### src/design/ile_cfg.svh
// Purpose: Offsets, field positions, reset values of the input unit
// Assumes: 32-bit APB data, byte addresses, one word per register
// Notes:   Definitions only
`ifndef ILE_CFG_SVH
`define ILE_CFG_SVH

// Register byte offsets
`define ILE_OFS_FUNC0     8'h00
`define ILE_OFS_FUNC1     8'h04
`define ILE_OFS_FUNC2     8'h08
`define ILE_OFS_FILT      8'h0C
`define ILE_OFS_FEN       8'h10
`define ILE_OFS_EDGE      8'h14
`define ILE_OFS_STAT      8'h18
`define ILE_OFS_MASK      8'h1C
`define ILE_OFS_IMG       8'h20
`define ILE_OFS_RSTAT     8'h24

// Function field layout
`define ILE_FN_W          3
`define ILE_FN_PER_WORD   8

// Fast inputs and run/stop candidates
`define ILE_FAST_BASE     2
`define ILE_NUM_FAST      4
`define ILE_RUNSTOP_LIMIT 16

// Status and mask layout
`define ILE_ST_EVT_LSB    0
`define ILE_ST_LAT_LSB    4
`define ILE_ST_CFG_BIT    8
`define ILE_ST_W          9

// Reset values
`define ILE_FILT_RST      8'h04
`define ILE_FEN_RST       32'h0000_0000
`define ILE_EDGE_RST      8'h55
`define ILE_MASK_RST      9'h000

`endif

### src/design/ile_pkg.sv
// Purpose: Types of the input latch and event unit
// Assumes: ile_cfg.svh holds the numbers
// Notes:   APB carried as packed structs
package ile_pkg;

    typedef enum logic [2:0] {
        ILE_FN_PLAIN   = 3'b000,
        ILE_FN_RUNSTOP = 3'b001,
        ILE_FN_LATCH   = 3'b010,
        ILE_FN_EVENT   = 3'b011,
        ILE_FN_FCNT    = 3'b100,
        ILE_FN_HSC     = 3'b101,
        ILE_FN_PTO     = 3'b110
    } ile_func_e;

    typedef enum logic [1:0] {
        ILE_EDGE_NONE = 2'b00,
        ILE_EDGE_RISE = 2'b01,
        ILE_EDGE_FALL = 2'b10,
        ILE_EDGE_BOTH = 2'b11
    } ile_edge_e;

    typedef struct packed {
        logic        psel;
        logic        penable;
        logic        pwrite;
        logic [7:0]  paddr;
        logic [31:0] pwdata;
    } ile_apb_req_s;

    typedef struct packed {
        logic        pready;
        logic        pslverr;
        logic [31:0] prdata;
    } ile_apb_rsp_s;

endpackage : ile_pkg

### src/design/ile_filter.sv
// Purpose: Integrating bounce filter for one input
// Assumes: Input synchronous to ref_clk
// Notes:   Output registered; bypassed when not enabled
`timescale 1ns/1ns
module ile_filter
#(
    parameter int CW = 8
)
(
    input  wire logic          ref_clk,
    input  wire logic          sys_rst,
    input  wire logic          raw,
    input  wire logic          en,
    input  wire logic [CW-1:0] thr,
    output logic               filt
);
    logic [CW-1:0] cnt_reg;
    logic [CW-1:0] cnt_next;
    logic          filt_next;
    wire           at_top  = (cnt_reg >= thr);
    wire           at_zero = (cnt_reg == '0);

    // Count toward level, switch only at the ends
    assign cnt_next  = !en ? '0 :
                       (raw && !at_top) ? cnt_reg + 1'b1 :
                       (!raw && !at_zero) ? cnt_reg - 1'b1 : cnt_reg;
    assign filt_next = !en ? raw :
                       (raw && at_top) ? 1'b1 :
                       (!raw && at_zero) ? 1'b0 : filt;

    always_ff @(posedge ref_clk)
    begin
        if (sys_rst)
        begin
            cnt_reg <= '0;
            filt    <= 1'b0;
        end
        else
        begin
            cnt_reg <= cnt_next;
            filt    <= filt_next;
        end
    end

endmodule : ile_filter

### src/design/ile_unit.sv
// Purpose: Input conditioning: filter, latch, events, function routing
// Assumes: scan_tick pulses once at the start of each program scan
// Notes:   APB slave with one wait state; level interrupt
//
// Implementation choices: register access over APB and the placing of the registers.
`timescale 1ns/1ns
`include "ile_cfg.svh"

module ile_unit
    import ile_pkg::*;
#(
    parameter int N_IN   = 24,
    parameter int FILT_W = 8
)
(
    input  wire logic                ref_clk,
    input  wire logic                sys_rst,
    input  wire ile_pkg::ile_apb_req_s apb_req,
    output ile_pkg::ile_apb_rsp_s    apb_rsp,
    input  wire logic [N_IN-1:0]     field_in,
    input  wire logic                scan_tick,
    output logic [N_IN-1:0]          in_image,
    output logic [3:0]               task_trig,
    output logic                     runstop_cmd,
    output logic [N_IN-1:0]          fcnt_in,
    output logic [N_IN-1:0]          hsc_in,
    output logic [N_IN-1:0]          pto_in,
    output logic                     irq
);
    import ile_pkg::*;

    localparam int NF = `ILE_NUM_FAST;
    localparam int FB = `ILE_FAST_BASE;
    localparam int SW = `ILE_ST_W;

    ile_func_e         fn_reg [N_IN];
    logic [FILT_W-1:0] filt_reg;
    logic [N_IN-1:0]   fen_reg;
    logic [2*NF-1:0]   edge_reg;
    logic [SW-1:0]     stat_reg;
    logic [SW-1:0]     stat_next;
    logic [SW-1:0]     mask_reg;
    logic [NF-1:0]     latch_reg;
    logic [NF-1:0]     latch_next;
    logic [N_IN-1:0]   filt_d_reg;
    logic [N_IN-1:0]   filt;
    logic [N_IN-1:0]   filt_en;
    logic [N_IN-1:0]   sel_rs;
    logic [N_IN-1:0]   sel_fc;
    logic [N_IN-1:0]   sel_hsc;
    logic [N_IN-1:0]   sel_pto;
    logic [N_IN-1:0]   img_next;
    logic [NF-1:0]     is_latch;
    logic [NF-1:0]     is_event;
    logic [NF-1:0]     rise;
    logic [NF-1:0]     fall;
    logic [NF-1:0]     ev_hit;
    logic [NF-1:0]     lat_hit;
    logic [3*N_IN-1:0] fn_flat;
    logic [95:0]       fn_pad;
    logic [5:0]        rs_count;
    logic [31:0]       rd_mux;
    logic              hit;

    // Function code test, used for every input
    function automatic logic fn_is(ile_func_e f, ile_func_e t);
        return f == t;
    endfunction : fn_is

    // APB phases
    wire acc        = apb_req.psel & apb_req.penable;
    wire pready_nxt = acc & ~apb_rsp.pready;
    wire wr_en      = acc & apb_rsp.pready & apb_req.pwrite & hit;
    wire [7:0] adr  = apb_req.paddr;
    wire [31:0] wd  = apb_req.pwdata;

    assign hit = (adr == `ILE_OFS_FUNC0) || (adr == `ILE_OFS_FUNC1) ||
                 (adr == `ILE_OFS_FUNC2) || (adr == `ILE_OFS_FILT)  ||
                 (adr == `ILE_OFS_FEN)   || (adr == `ILE_OFS_EDGE)  ||
                 (adr == `ILE_OFS_STAT)  || (adr == `ILE_OFS_MASK)  ||
                 (adr == `ILE_OFS_IMG)   || (adr == `ILE_OFS_RSTAT);

    assign fn_pad = 96'(fn_flat);

    always_comb
    begin
        case (adr)
            `ILE_OFS_FUNC0: rd_mux = {8'h00, fn_pad[23:0]};
            `ILE_OFS_FUNC1: rd_mux = {8'h00, fn_pad[47:24]};
            `ILE_OFS_FUNC2: rd_mux = {8'h00, fn_pad[71:48]};
            `ILE_OFS_FILT:  rd_mux = 32'(filt_reg);
            `ILE_OFS_FEN:   rd_mux = 32'(fen_reg);
            `ILE_OFS_EDGE:  rd_mux = 32'(edge_reg);
            `ILE_OFS_STAT:  rd_mux = 32'(stat_reg);
            `ILE_OFS_MASK:  rd_mux = 32'(mask_reg);
            `ILE_OFS_IMG:   rd_mux = 32'(in_image);
            `ILE_OFS_RSTAT: rd_mux = {25'h0000000, runstop_cmd, rs_count};
            default:        rd_mux = 32'h0000_0000;
        endcase
    end

    always_ff @(posedge ref_clk)
    begin
        if (sys_rst)
            apb_rsp <= '0;
        else
        begin
            apb_rsp.pready  <= pready_nxt;
            apb_rsp.pslverr <= pready_nxt & ~hit;
            apb_rsp.prdata  <= pready_nxt ? rd_mux : 32'h0000_0000;
        end
    end

    // Configuration registers
    always_ff @(posedge ref_clk)
    begin
        if (sys_rst)
        begin
            filt_reg <= FILT_W'(`ILE_FILT_RST);
            fen_reg  <= N_IN'(`ILE_FEN_RST);
            edge_reg <= (2*NF)'(`ILE_EDGE_RST);
            mask_reg <= `ILE_MASK_RST;
        end
        else if (wr_en)
        begin
            if (adr == `ILE_OFS_FILT)
                filt_reg <= wd[FILT_W-1:0];
            if (adr == `ILE_OFS_FEN)
                fen_reg <= wd[N_IN-1:0];
            if (adr == `ILE_OFS_EDGE)
                edge_reg <= wd[2*NF-1:0];
            if (adr == `ILE_OFS_MASK)
                mask_reg <= wd[SW-1:0];
        end
    end

    genvar gi;
    generate
        for (gi = 0; gi < N_IN; gi++)
        begin : g_in
            localparam int  WI  = gi / `ILE_FN_PER_WORD;
            localparam int  LI  = gi % `ILE_FN_PER_WORD;
            localparam bit  FST = (gi >= FB) && (gi < FB + NF);
            wire [7:0] fofs = `ILE_OFS_FUNC0 + 8'(4 * WI);

            // One function per input, plain after reset
            always_ff @(posedge ref_clk)
            begin
                if (sys_rst)
                    fn_reg[gi] <= ILE_FN_PLAIN;
                else if (wr_en && adr == fofs)
                    fn_reg[gi] <= ile_func_e'(wd[3*LI +: 3]);
            end
            assign fn_flat[3*gi +: 3] = fn_reg[gi];

            assign sel_rs[gi]  = (gi < `ILE_RUNSTOP_LIMIT) &&
                                 fn_is(fn_reg[gi], ILE_FN_RUNSTOP);
            assign sel_fc[gi]  = fn_is(fn_reg[gi], ILE_FN_FCNT);
            assign sel_hsc[gi] = fn_is(fn_reg[gi], ILE_FN_HSC);
            assign sel_pto[gi] = fn_is(fn_reg[gi], ILE_FN_PTO);

            assign filt_en[gi] = fen_reg[gi] & (!FST ||
                                 fn_is(fn_reg[gi], ILE_FN_LATCH) ||
                                 fn_is(fn_reg[gi], ILE_FN_EVENT) ||
                                 fn_is(fn_reg[gi], ILE_FN_HSC));

            ile_filter #(.CW(FILT_W)) u_filt
            (
                .ref_clk (ref_clk),
                .sys_rst (sys_rst),
                .raw     (field_in[gi]),
                .en      (filt_en[gi]),
                .thr     (filt_reg),
                .filt    (filt[gi])
            );
        end

        for (gi = 0; gi < NF; gi++)
        begin : g_fast
            assign is_latch[gi] = fn_is(fn_reg[FB+gi], ILE_FN_LATCH);
            assign is_event[gi] = fn_is(fn_reg[FB+gi], ILE_FN_EVENT);
            assign rise[gi] = filt[FB+gi] & ~filt_d_reg[FB+gi];
            assign fall[gi] = ~filt[FB+gi] & filt_d_reg[FB+gi];
            assign ev_hit[gi] = is_event[gi] &
                                ((edge_reg[2*gi] & rise[gi]) |
                                 (edge_reg[2*gi+1] & fall[gi]));
            assign lat_hit[gi] = is_latch[gi] & rise[gi];
            assign latch_next[gi] = lat_hit[gi] |
                                    (latch_reg[gi] & ~scan_tick);
            assign img_next[FB+gi] = filt[FB+gi] |
                                     (is_latch[gi] & latch_reg[gi]);
        end

        for (gi = 0; gi < N_IN; gi++)
        begin : g_img
            if (gi < FB || gi >= FB + NF)
            begin : g_plain
                assign img_next[gi] = filt[gi];
            end
        end
    endgenerate

    always_comb
    begin
        rs_count = 6'h00;
        for (int i = 0; i < N_IN; i++)
            rs_count = rs_count + 6'(sel_rs[i]);
    end

    // Sticky status, set wins over clear
    assign stat_next = (stat_reg &
                        ~((wr_en && adr == `ILE_OFS_STAT) ?
                          wd[SW-1:0] : {SW{1'b0}})) |
                       {(rs_count > 6'h01), lat_hit, ev_hit};

    wire runstop_next = (rs_count == 6'h01) && |(filt & sel_rs);
    // Interrupt level from unmasked status
    wire irq_next     = |(stat_reg & mask_reg);

    // Edge history, latches and status
    always_ff @(posedge ref_clk)
    begin
        if (sys_rst)
        begin
            filt_d_reg <= '0;
            latch_reg  <= '0;
            stat_reg   <= '0;
        end
        else
        begin
            filt_d_reg <= filt;
            latch_reg  <= latch_next;
            stat_reg   <= stat_next;
        end
    end

    always_ff @(posedge ref_clk)
    begin
        if (sys_rst)
            in_image <= '0;
        else if (scan_tick)
            in_image <= img_next;
    end

    always_ff @(posedge ref_clk)
    begin
        if (sys_rst)
            task_trig <= '0;
        else
            task_trig <= ev_hit;
    end

    always_ff @(posedge ref_clk)
    begin
        if (sys_rst)
            runstop_cmd <= 1'b0;
        else
            runstop_cmd <= runstop_next;
    end

    always_ff @(posedge ref_clk)
    begin
        if (sys_rst)
        begin
            fcnt_in <= '0;
            hsc_in  <= '0;
            pto_in  <= '0;
        end
        else
        begin
            fcnt_in <= filt & sel_fc;
            hsc_in  <= filt & sel_hsc;
            pto_in  <= filt & sel_pto;
        end
    end

    // Level interrupt
    always_ff @(posedge ref_clk)
    begin
        if (sys_rst)
            irq <= 1'b0;
        else
            irq <= irq_next;
    end

endmodule : ile_unit

### config.mk
export PLATFORM = sky130hd
export DESIGN_NAME = ile_unit
export DESIGN_NICKNAME = d
export VERILOG_FILES = /design/src/design/ile_pkg.sv /design/src/design/ile_filter.sv /design/src/design/ile_unit.sv
export VERILOG_INCLUDE_DIRS = /design/src /design/src/design
export SDC_FILE = /design/constraint.sdc
export NUM_CORES = 1
export LEC_CHECK = 0
export CORE_MARGIN = 1
export CORE_UTILIZATION = 50
export DETAILED_ROUTE_END_ITERATION = 10
export DONT_BUFFER_PORTS = 1
export GPL_TIMING_DRIVEN = 0
export PLACE_DENSITY_LB_ADDON = 0.05
export SLEW_MARGIN = 20
export SYNTH_ARGS = -nofsm -noshare
export SYNTH_HDL_FRONTEND = slang
export SYNTH_SLANG_ARGS = --single-unit
export TNS_END_PERCENT = 50
### constraint.sdc
create_clock -name ref_clk -period 5.04 [get_ports ref_clk]
set_input_delay 0.504 -clock ref_clk [delete_from_list [all_inputs] [get_ports ref_clk]]
set_output_delay 0.504 -clock ref_clk [all_outputs]
set_load 0.05 [all_outputs]
==> Implementation_results.wiki <==
{| class="wikitable"
! Metric !! Value
|-
| Hold Slack || 0.0268 ns
|-
| CTS tree || yes
|-
| Post-Synthesis Cell Area || 29700 sq um
|-
| Seq cells post-synth || 482
|-
| Area occupied by multi-input gates || 18700 sq um
|-
| Routability cong. || 0.988
|-
| Pin count of the biggest net entering global routing || 27
|-
| Number of nets still failing antenna checks after routing || 0
|-
| Count of vias placed by the detailed router || 25551
|-
| Final core occ || between 50% and 60%
|-
| Cells after Synth || 3266
|-
| Post-route DRC violation count || 0
|-
| Clock Pin Slew Worst Setup and Hold Paths || 0.06 ns
|-
| Area share of the leading cell type in the synthesized netlist || 27.6%
|-
| Total global routing track utilization || 31.9%
|-
| Sink count of the clock tree || 482
|-
| Class of the worst hold path || input pin to register
|-
| Cell accounting for the most synthesized area || dfxtp_1
|-
| Number of library cell types mapped by synthesis || 78
|-
| Syn_area_per_cell || between 9 and 10 sq um
|-
| Number of global-route vias before repair || between 20000 and 25000
|-
| Post-CTS Setup Inserts || 0
|-
| Number of fillers in the final layout || about 5300
|-
| Placeable core area || 58900 sq um
|-
| Placement-stage worst setup slack || 0.0538 ns
|-
| Io pins || roughly 210
|-
| Commonest non-fill, non-tap cell in the layout || dfxtp_1
|-
| CP Capture Type || register
|-
| Min cycle time layout || 4.86 ns
|-
| Tcrit/Tclk final || 96.4%
|-
| Number of enable-type register cells in the synthesized netlist || 72
|-
| Most common cell type on the critical path || fa_1
|-
| Largest register FFs || 192
|-
| Number of buffer cells added on primary ports || 0
|-
| Final Instance Area || 33300 sq um
|-
| Cells taking the most area after synthesis || dfxtp_1 (28%), ha_1 (14%), edfxtp_1 (7.3%), mux2i_1 (6.0%), a21oi_1 (4.7%)
|-
| Buf+Inv Stages, Crit Path || 3
|-
| Worst setup path category || register to register
|-
| Sequential cell area || approximately 10000 sq um
|-
| Worst Slack Setup Final || 0.184 ns
|-
| Max capacitance violation total || 0
|-
| Starting density of the core || between 50% and 60%
|-
| Deepest clock path buffer count || 3
|-
| Worst Skew || 0.0202 ns
|-
| RSZ-0062 raised after global routing || false
|-
| Max frequency || 0.206 GHz
|-
| Library cell used as clock root buffer || clkbuf_16
|-
| Cell area after placement || approximately 31000 sq um
|-
| Fraction of final layout cells with drive strength greater than 1 || 6.44%
|-
| Most frequent cells in the layout || dfxtp_1 (409), nor2_1 (346), ha_1 (341), nand2_1 (303), a21oi_1 (280)
|-
| Outcome || finished clean
|-
| Level count of the clock H-tree || 2
|-
| Number of placement rows || 89
|-
| Height of the die || 246 um
|-
| IR drop worst, VDD || 0.283 mV
|-
| Slew @ Worst Pin || 1.13 ns
|-
| Static leakage || 13.8 nW
|-
| Most instantiated flip-flop cell in the synthesis netlist || dfxtp_1
|-
| Post-detailed-placement half-perimeter wirelength || 72900 um
|-
| Cells along the critical path || nand2b_1, nor2_1, fa_1, fa_1, inv_1, fa_1, fa_1, inv_1, ha_1, inv_1, fa_1, nor2b_1, o21ai_0, o22ai_1, nand2_1, a31oi_1
|-
| Number of pins with negative max-slew slack in the final report || 0
|-
| Startpoint kind of the worst setup timing path || register
|-
| Final setup violation count || 0
|-
| Number of nets in the layout || roughly 3800
|-
| Total clock buffers created by CTS || 55
|-
| Cell with the largest stage delay on the worst path || fa_1
|-
| Portion of the post-synthesis area used by sequential elements || 34.9%
|-
| Synth-to-layout area growth || 12.0%
|-
| DRC marker count from the first detailed-route iteration || 1722
|-
| Pwr dens || 274 nW/um^2
|-
| Overall power consumption || 9.13 mW
|-
| First-pass GRT wire length || around 150000 um
|-
| Global-route congestion overflow total || 0
|-
| Rel. slew slack || 24.4%
|-
| Clk_lat worst skew || between 0.6 and 0.7 ns
|-
| Crit path required time || 5.55 ns
|-
| Post-DR wirelength/cell || 23.4 um
|-
| Number of warnings issued by yosys || 0
|-
| Vias/cell || between 6 and 7
|-
| Die Span X || 246 um
|-
| Slowest stage delay, CP || about 0.55 ns
|-
| Data arrival time of the worst path || 5.37 ns
|-
| First-pass detailed-route iteration total || 5
|-
| Number of antenna violations at the first check in global routing || 1
|-
| Die area || around 60000 sq um
|-
| Async SR Flop Fraction || 0%
|-
| CP top delay family || adder cells
|-
| Number of hold violations in the final report || 0
|-
| Total wirelength of the detailed-routed design || 97900 um
|-
| Worst-path maximum fanout || 5
|}
==> layer usage <==
| layer | global-route usage (%) | share of wire [%] |
|---|---|---|
| met5 | 0 | 0 |
| met4 | 16.5 | 5.3 |
| met3 | 6.57 | 7.6 |
| met2 | 51.9 | 46 |
| met1 | 39.8 | 41 |
==> where the power goes <==
part	switching, mW	leakage [nW]	internal, mW
clock	1.77	0.965	2.60
combinational	0.412	8.75	0.258
sequential	0.133	4.07	3.95
==> worst register-to-register path, cell delays in order (launching register included) <==
cell      delay, ns
edfxtp_1       0.48
nand2b_1       0.27
nor2_1         0.25
fa_1           0.49
fa_1           0.55
inv_1          0.06
fa_1           0.50
fa_1           0.48
inv_1          0.07
ha_1           0.17
inv_1          0.06
fa_1           0.40
nor2b_1        0.12
o21ai_0        0.14
o22ai_1        0.28
nand2_1        0.14
a31oi_1        0.31
==> synthesized netlist by cell type, types with 7 or more instances <==
| cell | count |
|---|---|
| edfxtp_1 | 72 |
| nand3_1 | 48 |
| o21ai_0 | 109 |
| nor3_1 | 31 |
| a22o_1 | 25 |
| nor4_1 | 61 |
| mux2_2 | 18 |
| xnor2_1 | 118 |
| nand4_1 | 15 |
| nor3b_1 | 30 |
| o22ai_1 | 30 |
| nor2b_1 | 55 |
| a31o_2 | 7 |
| or3_1 | 21 |
| nand2b_1 | 21 |
| and2_1 | 78 |
| o21bai_1 | 26 |
| buf_4 | 12 |
| inv_1 | 107 |
| buf_2 | 20 |
| a21oi_1 | 280 |
| a211oi_1 | 56 |
| and3_1 | 13 |
| nor4b_1 | 18 |
| a21o_1 | 44 |
| fa_1 | 34 |
| mux2i_1 | 178 |
| a22oi_1 | 54 |
| o2bb2ai_1 | 8 |
| o21a_1 | 45 |
| o211ai_1 | 7 |
| nor2_1 | 347 |
| xor2_1 | 45 |
| nand2_1 | 303 |
| o221ai_1 | 10 |
| dfxtp_1 | 410 |
| a31oi_1 | 24 |
| clkbuf_1 | 42 |
| nand3b_1 | 13 |
| ha_1 | 341 |
==> path summary, 6_finish.rpt <==
| check | startpoint | to | slack (ns) | cells after the start |
|---|---|---|---|---|
| hold reg to reg | latch_reg[1] | latch_reg[1] | 0.48 | 2 |
| setup / recovery | fn_reg[0][10] | apb_rsp[4] | 0.18 | 16 |
| hold / removal | apb_req[13] | fen_reg[13] | 0.03 | 2 |
| setup reg to reg | fn_reg[0][10] | apb_rsp[4] | 0.18 | 16 |
==> area by class of cell <==
| type | instances | share of cell area (%) |
|---|---|---|
| clock buffer | 70 | 4.76 |
| buffer | 78 | 1.09 |
| timing repair buffer | 39 | 1.60 |
| clock inverter | 34 | 1.20 |
| sequential | 482 | 31.1 |
| tap | 773 | 2.90 |
| multi-input combinational | 2605 | 56.1 |
| inverter | 108 | 1.22 |
| antenna | 1 | 0.00751 |
==> cells by family after synthesis <==
group	synth area share, %
simple gates	18.1
compound gates	16.3
flops	34.9
fa+ha+maj	16.6
mux	6.67
buf+inv	2.58
xor+xnor	4.80
other cells	0.0126
==> stage by stage <==
| step | TNS (ns) | std cells |
|---|---|---|
| 2_1_floorplan | 0 | 3273 |
| 3_3_place_gp | -23.95 | 4046 |
| 3_5_place_dp | 0 | 4057 |
| 4_1_cts | 0 | 4189 |
| 5_1_grt | 0 | 4189 |
| 6_report | 0 | 4190 |
==> repair_timing <==
item	in CTS	in global routing
endpoints found under the hold margin	34	0
endpoints found under the setup margin	1	3
hold buffers	28	0
gates resized for setup	1	3
Note: power is estimated with default switching activity, not from simulation.
